### config.mk
export PLATFORM = sky130hd
export DESIGN_NAME = imu_trigger_sync_control
export DESIGN_NICKNAME = d
export VERILOG_FILES = /design/src/design/imu_ctrl_pkg.sv /design/src/design/pin_sync.sv /design/src/design/req_buffer.sv /design/src/design/imu_trigger_sync_control.sv
export VERILOG_INCLUDE_DIRS = /design/src /design/src/design
export SDC_FILE = /design/constraint.sdc
export NUM_CORES = 2
export LEC_CHECK = 0
export ABC_AREA = 1
export BUFFER_PORTS_ARGS = -buffer_cell sky130_fd_sc_hd__buf_2
export CORE_ASPECT_RATIO = 0.8
export CORE_MARGIN = 8
export CORE_UTILIZATION = 35
export CTS_CLUSTER_SIZE = 30
export DETAILED_ROUTE_END_ITERATION = 10
export PLACE_DENSITY = 0.58
export SYNTH_ARGS = -nofsm -noshare
export SYNTH_HDL_FRONTEND = slang
export SYNTH_HIERARCHICAL = 1
export SYNTH_SLANG_ARGS = --single-unit
### constraint.sdc
create_clock -name ref_clk_in -period 10.4 [get_ports ref_clk_in]
set_input_delay 3.12 -clock ref_clk_in [delete_from_list [all_inputs] [get_ports ref_clk_in]]
set_output_delay 3.12 -clock ref_clk_in [all_outputs]
set_load 0.02 [all_outputs]
### src/design/imu_ctrl_regs.svh
// Constants of the IMU trigger and sync control
`ifndef IMU_CTRL_REGS_SVH
`define IMU_CTRL_REGS_SVH

`define CLK_HZ 20000000
`define MAX_SAMPLE_HZ 2000
// Cycles per sample at the maximum rate
`define SAMPLE_CYCLES (`CLK_HZ / `MAX_SAMPLE_HZ)
`define INIT_DGRAM_COUNT 3
`define STATUS_STARTUP_BIT 6
`define STATUS_AUX_BIT 0
`define STARTUP_CYCLES 20000
`define SETTLE_CYCLES 1000
`define AUX_WIDTH 24
`define COEF_WIDTH 16
`define COEF_FRAC 14
`define GAIN_RESET 16'h4000
`define OFFSET_RESET 16'h0000
`define FILTER_SHIFT_RESET 4'h2

`endif

### src/design/imu_ctrl_pkg.sv
// Types shared by the IMU trigger and sync control
package imu_ctrl_pkg;

    typedef enum logic [1:0] {
        MODE_INIT = 2'b00,
        MODE_NORMAL = 2'b01,
        MODE_SERVICE = 2'b10
    } mode_t;

    typedef enum logic [2:0] {
        DG_NONE = 3'b000,
        DG_PART = 3'b001,
        DG_SERIAL = 3'b010,
        DG_CONFIG = 3'b011,
        DG_MEAS = 3'b100
    } dgram_kind_t;

    typedef struct packed {
        dgram_kind_t kind;
        logic [23:0] aux;
        logic [7:0] status;
    } dgram_req_t;

    typedef struct packed {
        logic [15:0] gain;
        logic [15:0] offset;
        logic [3:0] filt_shift;
    } aux_cfg_t;

endpackage

### src/design/pin_sync.sv
// Three-stage pin synchroniser with agreement check
module pin_sync (
    input wire logic ref_clk_in,
    input wire logic rst_n_in,
    input wire logic pin_in,
    output logic level_out,
    output logic fall_out
);
    typedef struct packed {
        logic s1;
        logic s2;
        logic s3;
        logic level;
    } sync_state_t;

    sync_state_t q, d;

    always_comb begin
        d = q;
        d.s1 = pin_in;
        d.s2 = q.s1;
        d.s3 = q.s2;
        if (q.s2 == q.s3) begin
            d.level = q.s3;
        end
    end

    always_ff @(posedge ref_clk_in) begin
        if (!rst_n_in) begin
            q <= 4'hF;
        end else begin
            q <= d;
        end
    end

    assign level_out = q.level;
    assign fall_out = q.level & ~d.level;
endmodule

### src/design/req_buffer.sv
// Two-entry buffer of datagram requests toward the serial transmitter
module req_buffer (
    input wire logic ref_clk_in,
    input wire logic rst_n_in,
    input wire logic in_valid_in,
    output logic in_ready_out,
    input wire imu_ctrl_pkg::dgram_req_t in_data_in,
    output logic out_valid_out,
    input wire logic out_ready_in,
    output imu_ctrl_pkg::dgram_req_t out_data_out
);
    typedef struct packed {
        imu_ctrl_pkg::dgram_req_t [1:0] mem;
        logic rd;
        logic wr;
        logic [1:0] cnt;
    } buf_state_t;

    buf_state_t q, d;
    logic push, pop;

    assign in_ready_out = (q.cnt != 2'd2);
    assign out_valid_out = (q.cnt != 2'd0);
    assign push = in_valid_in & in_ready_out;
    assign pop = out_valid_out & out_ready_in;

    always_comb begin
        d = q;
        if (push) begin
            d.mem[q.wr] = in_data_in;
            d.wr = ~q.wr;
        end
        if (pop) begin
            d.rd = ~q.rd;
        end
        d.cnt = 2'(q.cnt + {1'b0, push} - {1'b0, pop});
    end

    always_ff @(posedge ref_clk_in) begin
        if (!rst_n_in) begin
            q <= '0;
        end else begin
            q <= d;
        end
    end

    assign out_data_out = q.mem[q.rd];
endmodule

### src/design/imu_trigger_sync_control.sv
// Top of the IMU transmit, trigger and strobe control
`include "imu_ctrl_regs.svh"

module imu_trigger_sync_control #(
    parameter int SAMPLE_CYCLES = `SAMPLE_CYCLES,
    parameter int STARTUP_CYCLES = `STARTUP_CYCLES,
    parameter int SETTLE_CYCLES = `SETTLE_CYCLES
) (
    input wire logic ref_clk_in,
    input wire logic rst_n_in,
    input wire logic active_low_reset_input_in,
    input wire logic transmit_trigger_input_in,
    input wire logic trigger_only_in,
    input wire logic config_request_command_in,
    input wire logic service_cfg_wr_in,
    input wire imu_ctrl_pkg::aux_cfg_t service_cfg_in,
    input wire logic aux_sample_valid_in,
    input wire logic [23:0] aux_raw_in,
    input wire logic [2:0] sensor_status_in,
    output logic tx_req_valid_out,
    input wire logic tx_req_ready_in,
    output imu_ctrl_pkg::dgram_req_t tx_req_out,
    input wire logic tx_done_in,
    output logic validity_strobe_out,
    output logic sample_tick_out,
    output imu_ctrl_pkg::mode_t mode_out,
    output logic startup_flag_out,
    output logic [23:0] aux_filtered_out
);
    // ------------------------------------------------------------
    // State
    // ------------------------------------------------------------
    typedef struct packed {
        imu_ctrl_pkg::mode_t mode;
        logic [1:0] init_sent;
        logic [1:0] init_done;
        logic [15:0] settle_cnt;
        logic [15:0] samp_cnt;
        logic [31:0] startup_cnt;
        logic startup;
        logic strobe;
        logic [1:0] in_flight;
        logic pend_cfg;
        logic pend_meas;
        imu_ctrl_pkg::aux_cfg_t cfg;
        logic [23:0] aux_comp;
        logic [23:0] aux_filt;
    } ctrl_state_t;

    ctrl_state_t q, d;

    logic rst_level, rst_fall, trig_level, trig_fall;
    logic push, ready;
    imu_ctrl_pkg::dgram_req_t req;
    logic sample_tick;

    // ------------------------------------------------------------
    // Helpers
    // ------------------------------------------------------------
    function automatic logic [23:0] comp_aux(input logic [23:0] raw,
                                              input logic [15:0] gain,
                                              input logic [15:0] offs);
        logic signed [40:0] prod;
        logic signed [40:0] sum;
        prod = 41'(signed'(raw) * signed'(gain));
        sum = (prod >>> `COEF_FRAC) + 41'(signed'(offs));
        return sum[23:0];
    endfunction

    function automatic logic [23:0] lp_step(input logic [23:0] acc,
                                            input logic [23:0] x,
                                            input logic [3:0] sh);
        logic signed [24:0] diff;
        diff = 25'(signed'(x)) - 25'(signed'(acc));
        return 24'(signed'(acc) + 24'(diff >>> sh));
    endfunction

    // ------------------------------------------------------------
    // Pins and buffer
    // ------------------------------------------------------------
    pin_sync u_rst_sync (
        .ref_clk_in(ref_clk_in),
        .rst_n_in(rst_n_in),
        .pin_in(active_low_reset_input_in),
        .level_out(rst_level),
        .fall_out(rst_fall)
    );

    pin_sync u_trig_sync (
        .ref_clk_in(ref_clk_in),
        .rst_n_in(rst_n_in),
        .pin_in(transmit_trigger_input_in),
        .level_out(trig_level),
        .fall_out(trig_fall)
    );

    req_buffer u_buf (
        .ref_clk_in(ref_clk_in),
        .rst_n_in(rst_n_in),
        .in_valid_in(push),
        .in_ready_out(ready),
        .in_data_in(req),
        .out_valid_out(tx_req_valid_out),
        .out_ready_in(tx_req_ready_in),
        .out_data_out(tx_req_out)
    );

    assign sample_tick = (q.samp_cnt == 16'(SAMPLE_CYCLES - 1));

    // ------------------------------------------------------------
    // Next state
    // ------------------------------------------------------------
    always_comb begin
        d = q;
        push = 1'b0;
        req = '0;
        req.status = {q.startup, 1'b0, 1'b0, 1'b0, 1'b0, sensor_status_in};
        req.aux = q.aux_filt;
        d.samp_cnt = sample_tick ? 16'h0000 : 16'(q.samp_cnt + 16'h0001);

        if (service_cfg_wr_in && q.mode == imu_ctrl_pkg::MODE_SERVICE) begin
            d.cfg = service_cfg_in;
        end
        if (aux_sample_valid_in) begin
            d.aux_comp = comp_aux(aux_raw_in, q.cfg.gain, q.cfg.offset);
            d.aux_filt = lp_step(q.aux_filt, q.aux_comp, q.cfg.filt_shift);
        end

        if (trig_fall && trigger_only_in) begin
            d.pend_meas = 1'b1;
        end
        if (config_request_command_in) begin
            d.pend_cfg = 1'b1;
        end
        if (q.startup_cnt != 32'h0) begin
            d.startup_cnt = 32'(q.startup_cnt - 32'h1);
        end else begin
            d.startup = 1'b0;
        end

        case (q.mode)
            imu_ctrl_pkg::MODE_INIT: begin
                if (q.settle_cnt != 16'h0) begin
                    d.settle_cnt = 16'(q.settle_cnt - 16'h1);
                end else if (q.init_sent < 2'(`INIT_DGRAM_COUNT) && ready) begin
                    push = 1'b1;
                    req.kind = imu_ctrl_pkg::dgram_kind_t'(3'(q.init_sent) + 3'h1);
                    d.init_sent = 2'(q.init_sent + 2'h1);
                end
                if (tx_done_in) begin
                    d.init_done = 2'(q.init_done + 2'h1);
                end
                if (d.init_done == 2'(`INIT_DGRAM_COUNT)) begin
                    d.mode = imu_ctrl_pkg::MODE_NORMAL;
                    d.startup = 1'b1;
                    d.startup_cnt = 32'(STARTUP_CYCLES);
                    d.pend_cfg = 1'b0;
                    d.pend_meas = 1'b0;
                end
            end
            imu_ctrl_pkg::MODE_NORMAL: begin
                if (q.pend_cfg && ready) begin
                    push = 1'b1;
                    req.kind = imu_ctrl_pkg::DG_CONFIG;
                    d.pend_cfg = config_request_command_in;
                end else if (ready && ((trigger_only_in && q.pend_meas) ||
                                       (!trigger_only_in && sample_tick))) begin
                    push = 1'b1;
                    req.kind = imu_ctrl_pkg::DG_MEAS;
                    d.pend_meas = trig_fall && trigger_only_in;
                end
            end
            default: begin
                d.mode = imu_ctrl_pkg::MODE_SERVICE;
            end
        endcase

        if (push && !tx_done_in) begin
            d.in_flight = 2'(q.in_flight + 2'h1);
        end else if (!push && tx_done_in && q.in_flight != 2'h0) begin
            d.in_flight = 2'(q.in_flight - 2'h1);
        end

        if (sample_tick) begin
            d.strobe = 1'b1;
        end else if (trigger_only_in) begin
            d.strobe = 1'b0;
        end else if (q.strobe && d.in_flight == 2'h0 && !push) begin
            d.strobe = 1'b0;
        end

        if (!rst_level || rst_fall) begin
            d = '0;
            d.mode = imu_ctrl_pkg::MODE_INIT;
            d.settle_cnt = 16'(SETTLE_CYCLES);
            d.cfg = q.cfg;
            push = 1'b0;
        end
    end

    // ------------------------------------------------------------
    // Registers
    // ------------------------------------------------------------
    always_ff @(posedge ref_clk_in) begin
        if (!rst_n_in) begin
            q <= '0;
            q.mode <= imu_ctrl_pkg::MODE_INIT;
            q.settle_cnt <= 16'(SETTLE_CYCLES);
            q.cfg.gain <= `GAIN_RESET;
            q.cfg.offset <= `OFFSET_RESET;
            q.cfg.filt_shift <= `FILTER_SHIFT_RESET;
        end else begin
            q <= d;
        end
    end

    assign validity_strobe_out = q.strobe;
    assign sample_tick_out = sample_tick;
    assign mode_out = q.mode;
    assign startup_flag_out = q.startup;
    assign aux_filtered_out = q.aux_filt;
endmodule

==> flow_metrics.env <==
export IMPL_grt_remaining_overflow=0
export IMPL_worst_pin_slew_ns=1.25
export IMPL_status="completed"
export IMPL_r2r_start="q[80]"
export IMPL_tritoncts="done"
export IMPL_dpl_hpwl_um=66300
export IMPL_clkSinkCount=242
export IMPL_final_max_slew_violation_count=0
export IMPL_crit_path_start="aux_raw_in[8]"
export IMPL_period_needed_ns=9.86
export IMPL_fill_cells=8991
export IMPL_slew_headroom_pct=16.3
export IMPL_io_buffer_count=137
export IMPL_powerDensity_nw_per_um2=159
export IMPL_top_layer="met5"
export IMPL_crit_path_max_incr_delay_ns=0.59
export IMPL_hold_ws_ns=0.410
export IMPL_synth_area_um2=29600
export IMPL_finalSetupViolations=0
export IMPL_synth_edff_count=0
export IMPL_path_class="primary input to flop"
export IMPL_grt_pass1_wl_um=138000
export IMPL_yosysWarnings=6
export IMPL_ys_seq_area_share_pct=16.4
export IMPL_clock_path_buffers=3
export IMPL_clock_skew_ns=0.0375
export IMPL_required_ns=10.93
export IMPL_synth_top_area_cell="fa_1"
export IMPL_drt_met1_wl_um=41400
export IMPL_postSynthAreaPerCell_um2=6.95
export IMPL_hold_violations=0
export IMPL_area_sequential_um2=4850
export IMPL_critPathMaxFanout=12
export IMPL_cts_max_level=1
export IMPL_area_delta_synth_final_pct=9.75
export IMPL_hold_depth=2
export IMPL_vias_per_cell=4.71
export IMPL_fin_crit_sh_pct=94.8
export IMPL_synth_seq_cells=242
export IMPL_synth_top_area_share_pct=24.5
export IMPL_wire_per_inst_um=15.4
export IMPL_ctsHoldBuffers=0
export IMPL_layout_nets=4924
export IMPL_dr_wl_met2_um=35300
export IMPL_die_x_um=341
export IMPL_cts_root_buf="clkbuf_16"
export IMPL_antenna_found_initial=1
export IMPL_routed_wirelength_um=84000
export IMPL_multiInputGateArea_um2=19900
export IMPL_post_cts_setup_buffers=0
export IMPL_holdCritPathClass="flop to flop"
export IMPL_cts_inserted_buffers=30
export IMPL_max_cap_viol_count=0
export IMPL_post_cts_resized=0
export IMPL_core_area_um2=83800
export IMPL_ir_drop_uv=138
export IMPL_drc=0
export IMPL_dr_pass1_iters=7
export IMPL_synthDistinctLibCells=54
export IMPL_fp_dieH_um=276
export IMPL_drt_iter0_drc=1838
export IMPL_cp_slowest_cell="fa_1"
export IMPL_p_leak_nw=17.4
export IMPL_die_area_um2=94100
export IMPL_initial_core_util_pct=35.3
export IMPL_stdcell_area_um2=32500
export IMPL_routabilityCongestion=0.921
export IMPL_critPathCaptureType="flop"
export IMPL_rsz0062_at_grt="false"
export IMPL_placed_cell_area_um2=31500
export IMPL_r2r_cells=33
export IMPL_synthArstFlopShare_pct=0
export IMPL_clkLatencyLatePin_ns=0.62
export IMPL_ant_nets=0
export IMPL_synth_area_top_cells="fa_1 (25%), dfxtp_1 (16%), inv_1 (13%)"
export IMPL_cp_arrival_ns=10.39
export IMPL_netlist_instances=4257
export IMPL_fmax_ghz=0.101
export IMPL_row_count=95
export IMPL_start_kind="primary input"
export IMPL_worstHoldStart="u_rst_sync/d[2]"
export IMPL_grt_total_usage_pct=17.9
export IMPL_synth_ff_type="dfxtp_1"
export IMPL_grt_pass1_vias=25800
export IMPL_n_antenna_cell=0
export IMPL_clk_pin_slew_ns=0.06
export IMPL_met3_wirelength_um=5150
export IMPL_num_io_pins=138
export IMPL_grt_max_degree=79
export IMPL_drive_gt1_share_pct=7.91
export IMPL_via_count=25700
[logic make-up after synthesis]
group                    Yosys count  share of synthesized area (%)
buffers and inverters           1243                           16.3
AO/OA/AOI/OAI                    474                           8.75
multiplexers                       1                         0.0339
flip-flops                       242                           16.4
other                              1                         0.0127
XOR/XNOR                         101                           2.99
AND/OR/NAND/NOR                 1661                           23.8
adder cells (fa/ha/maj)          534                           31.8
[area by class of cell]
class                      count  share of cell area [%]
inverter                    1040                    12.0
timing repair buffer         228                    4.30
sequential                   242                    14.9
multi-input combinational   2775                    61.5
clock buffer                  43                    2.62
clock inverter                11                   0.366
tap                         1115                    4.30
[registers in the layout, summed over array words and instances, names as in the netlist, 2 cells and up]
name              cells
q                   132
u_buf/q              74
aux_filtered_out     24
mode_out              2
u_rst_sync/d          2
u_trig_sync/d         2
[cell usage in the layout (no fill, tap or decap), types with 5 or more instances in the layout]
| master | instances |
|---|---|
| nor2_2 | 14 |
| clkbuf_1 | 8 |
| nor4_1 | 11 |
| nand2_1 | 927 |
| a211oi_1 | 8 |
| nand3_1 | 153 |
| buf_2 | 136 |
| nand3b_1 | 5 |
| o211ai_1 | 17 |
| nor2_1 | 361 |
| o221ai_1 | 5 |
| xor2_1 | 55 |
| a21oi_1 | 189 |
| o21a_1 | 6 |
| nor3_1 | 35 |
| o21bai_1 | 12 |
| a21o_1 | 11 |
| dfxtp_1 | 241 |
| or2_2 | 13 |
| inv_1 | 1033 |
| buf_4 | 90 |
| xnor2_1 | 46 |
| nand2_2 | 11 |
| o21ai_1 | 16 |
| clkbuf_8 | 5 |
| nor2_4 | 5 |
| a31oi_1 | 14 |
| o21ai_0 | 182 |
| clkbuf_16 | 30 |
| nand4_1 | 101 |
| ha_1 | 172 |
| fa_1 | 362 |
[metal layers]
metal  track usage [%]  vias to the layer above
li1                  -                    12900
met1              26.3                    12100
met2              27.9                      634
met3              2.28                       96
met4              3.95                        2
met5                 0                        -
[synth_stat cells, types with 3 or more instances]
master       n
inv_1     1033
nand2_1    928
nor2_1     363
fa_1       362
dfxtp_1    242
a21oi_1    190
o21ai_0    182
ha_1       172
nand3_1    153
clkbuf_1   134
nand4_1    101
xor2_1      55
xnor2_1     46
nor3_1      35
buf_4       27
buf_1       20
buf_2       19
o211ai_1    17
o21ai_1     16
a31oi_1     14
nor2_2      13
or2_2       13
o21bai_1    12
a21o_1      11
nor4_1      11
nand2_2     10
a211oi_1     8
o21a_1       6
nand3b_1     5
o221ai_1     5
and3_1       4
inv_2        4
nor2_4       4
or2_1        4
a31o_2       3
buf_6        3
clkinv_1     3
nand3_2      3
nor3_2       3
nor3b_1      3
o31ai_1      3
[report_power, final]
group / leakage (nW) / internal (mW) / switching [mW] / total (mW)
registers: 1.97 / 1.06 / 0.162 / 1.22
clock network: 0.461 / 0.592 / 0.448 / 1.04
logic: 15.0 / 1.00 / 1.92 / 2.91
[final timing paths]
| path | end | slack [ns] |
|---|---|---|
| max reg2reg | q[44] | 2.15 |
| min reg2reg | u_rst_sync/d[1] | 0.41 |
| min | u_rst_sync/d[1] | 0.41 |
| max | q[44] | 0.54 |
[critical path: cells and delay by family]
family / cells / cell delay (ns)
compound gates: 8 / 1.20
xor+xnor: 1 / 0.17
fa+ha+maj: 8 / 3.74
buf+inv: 10 / 1.00
simple gates: 9 / 1.13
[stage by stage]
step           worst slack [ns]  instances  setup TNS (ns)  total power, mW  utilization (%)
6_report                  0.543       5454               0             5.17             38.7
5_1_grt                  0.0569       5454               0             5.65             38.7
4_1_cts                   0.572       5454               0             5.19             38.7
3_5_place_dp           -0.00475       5400        -0.00475             4.11             37.6
3_3_place_gp             0.0145       5400               0             4.10             37.6
2_1_floorplan             0.245       4260               0             3.47                -
Note: power is estimated with default switching activity, not from simulation.
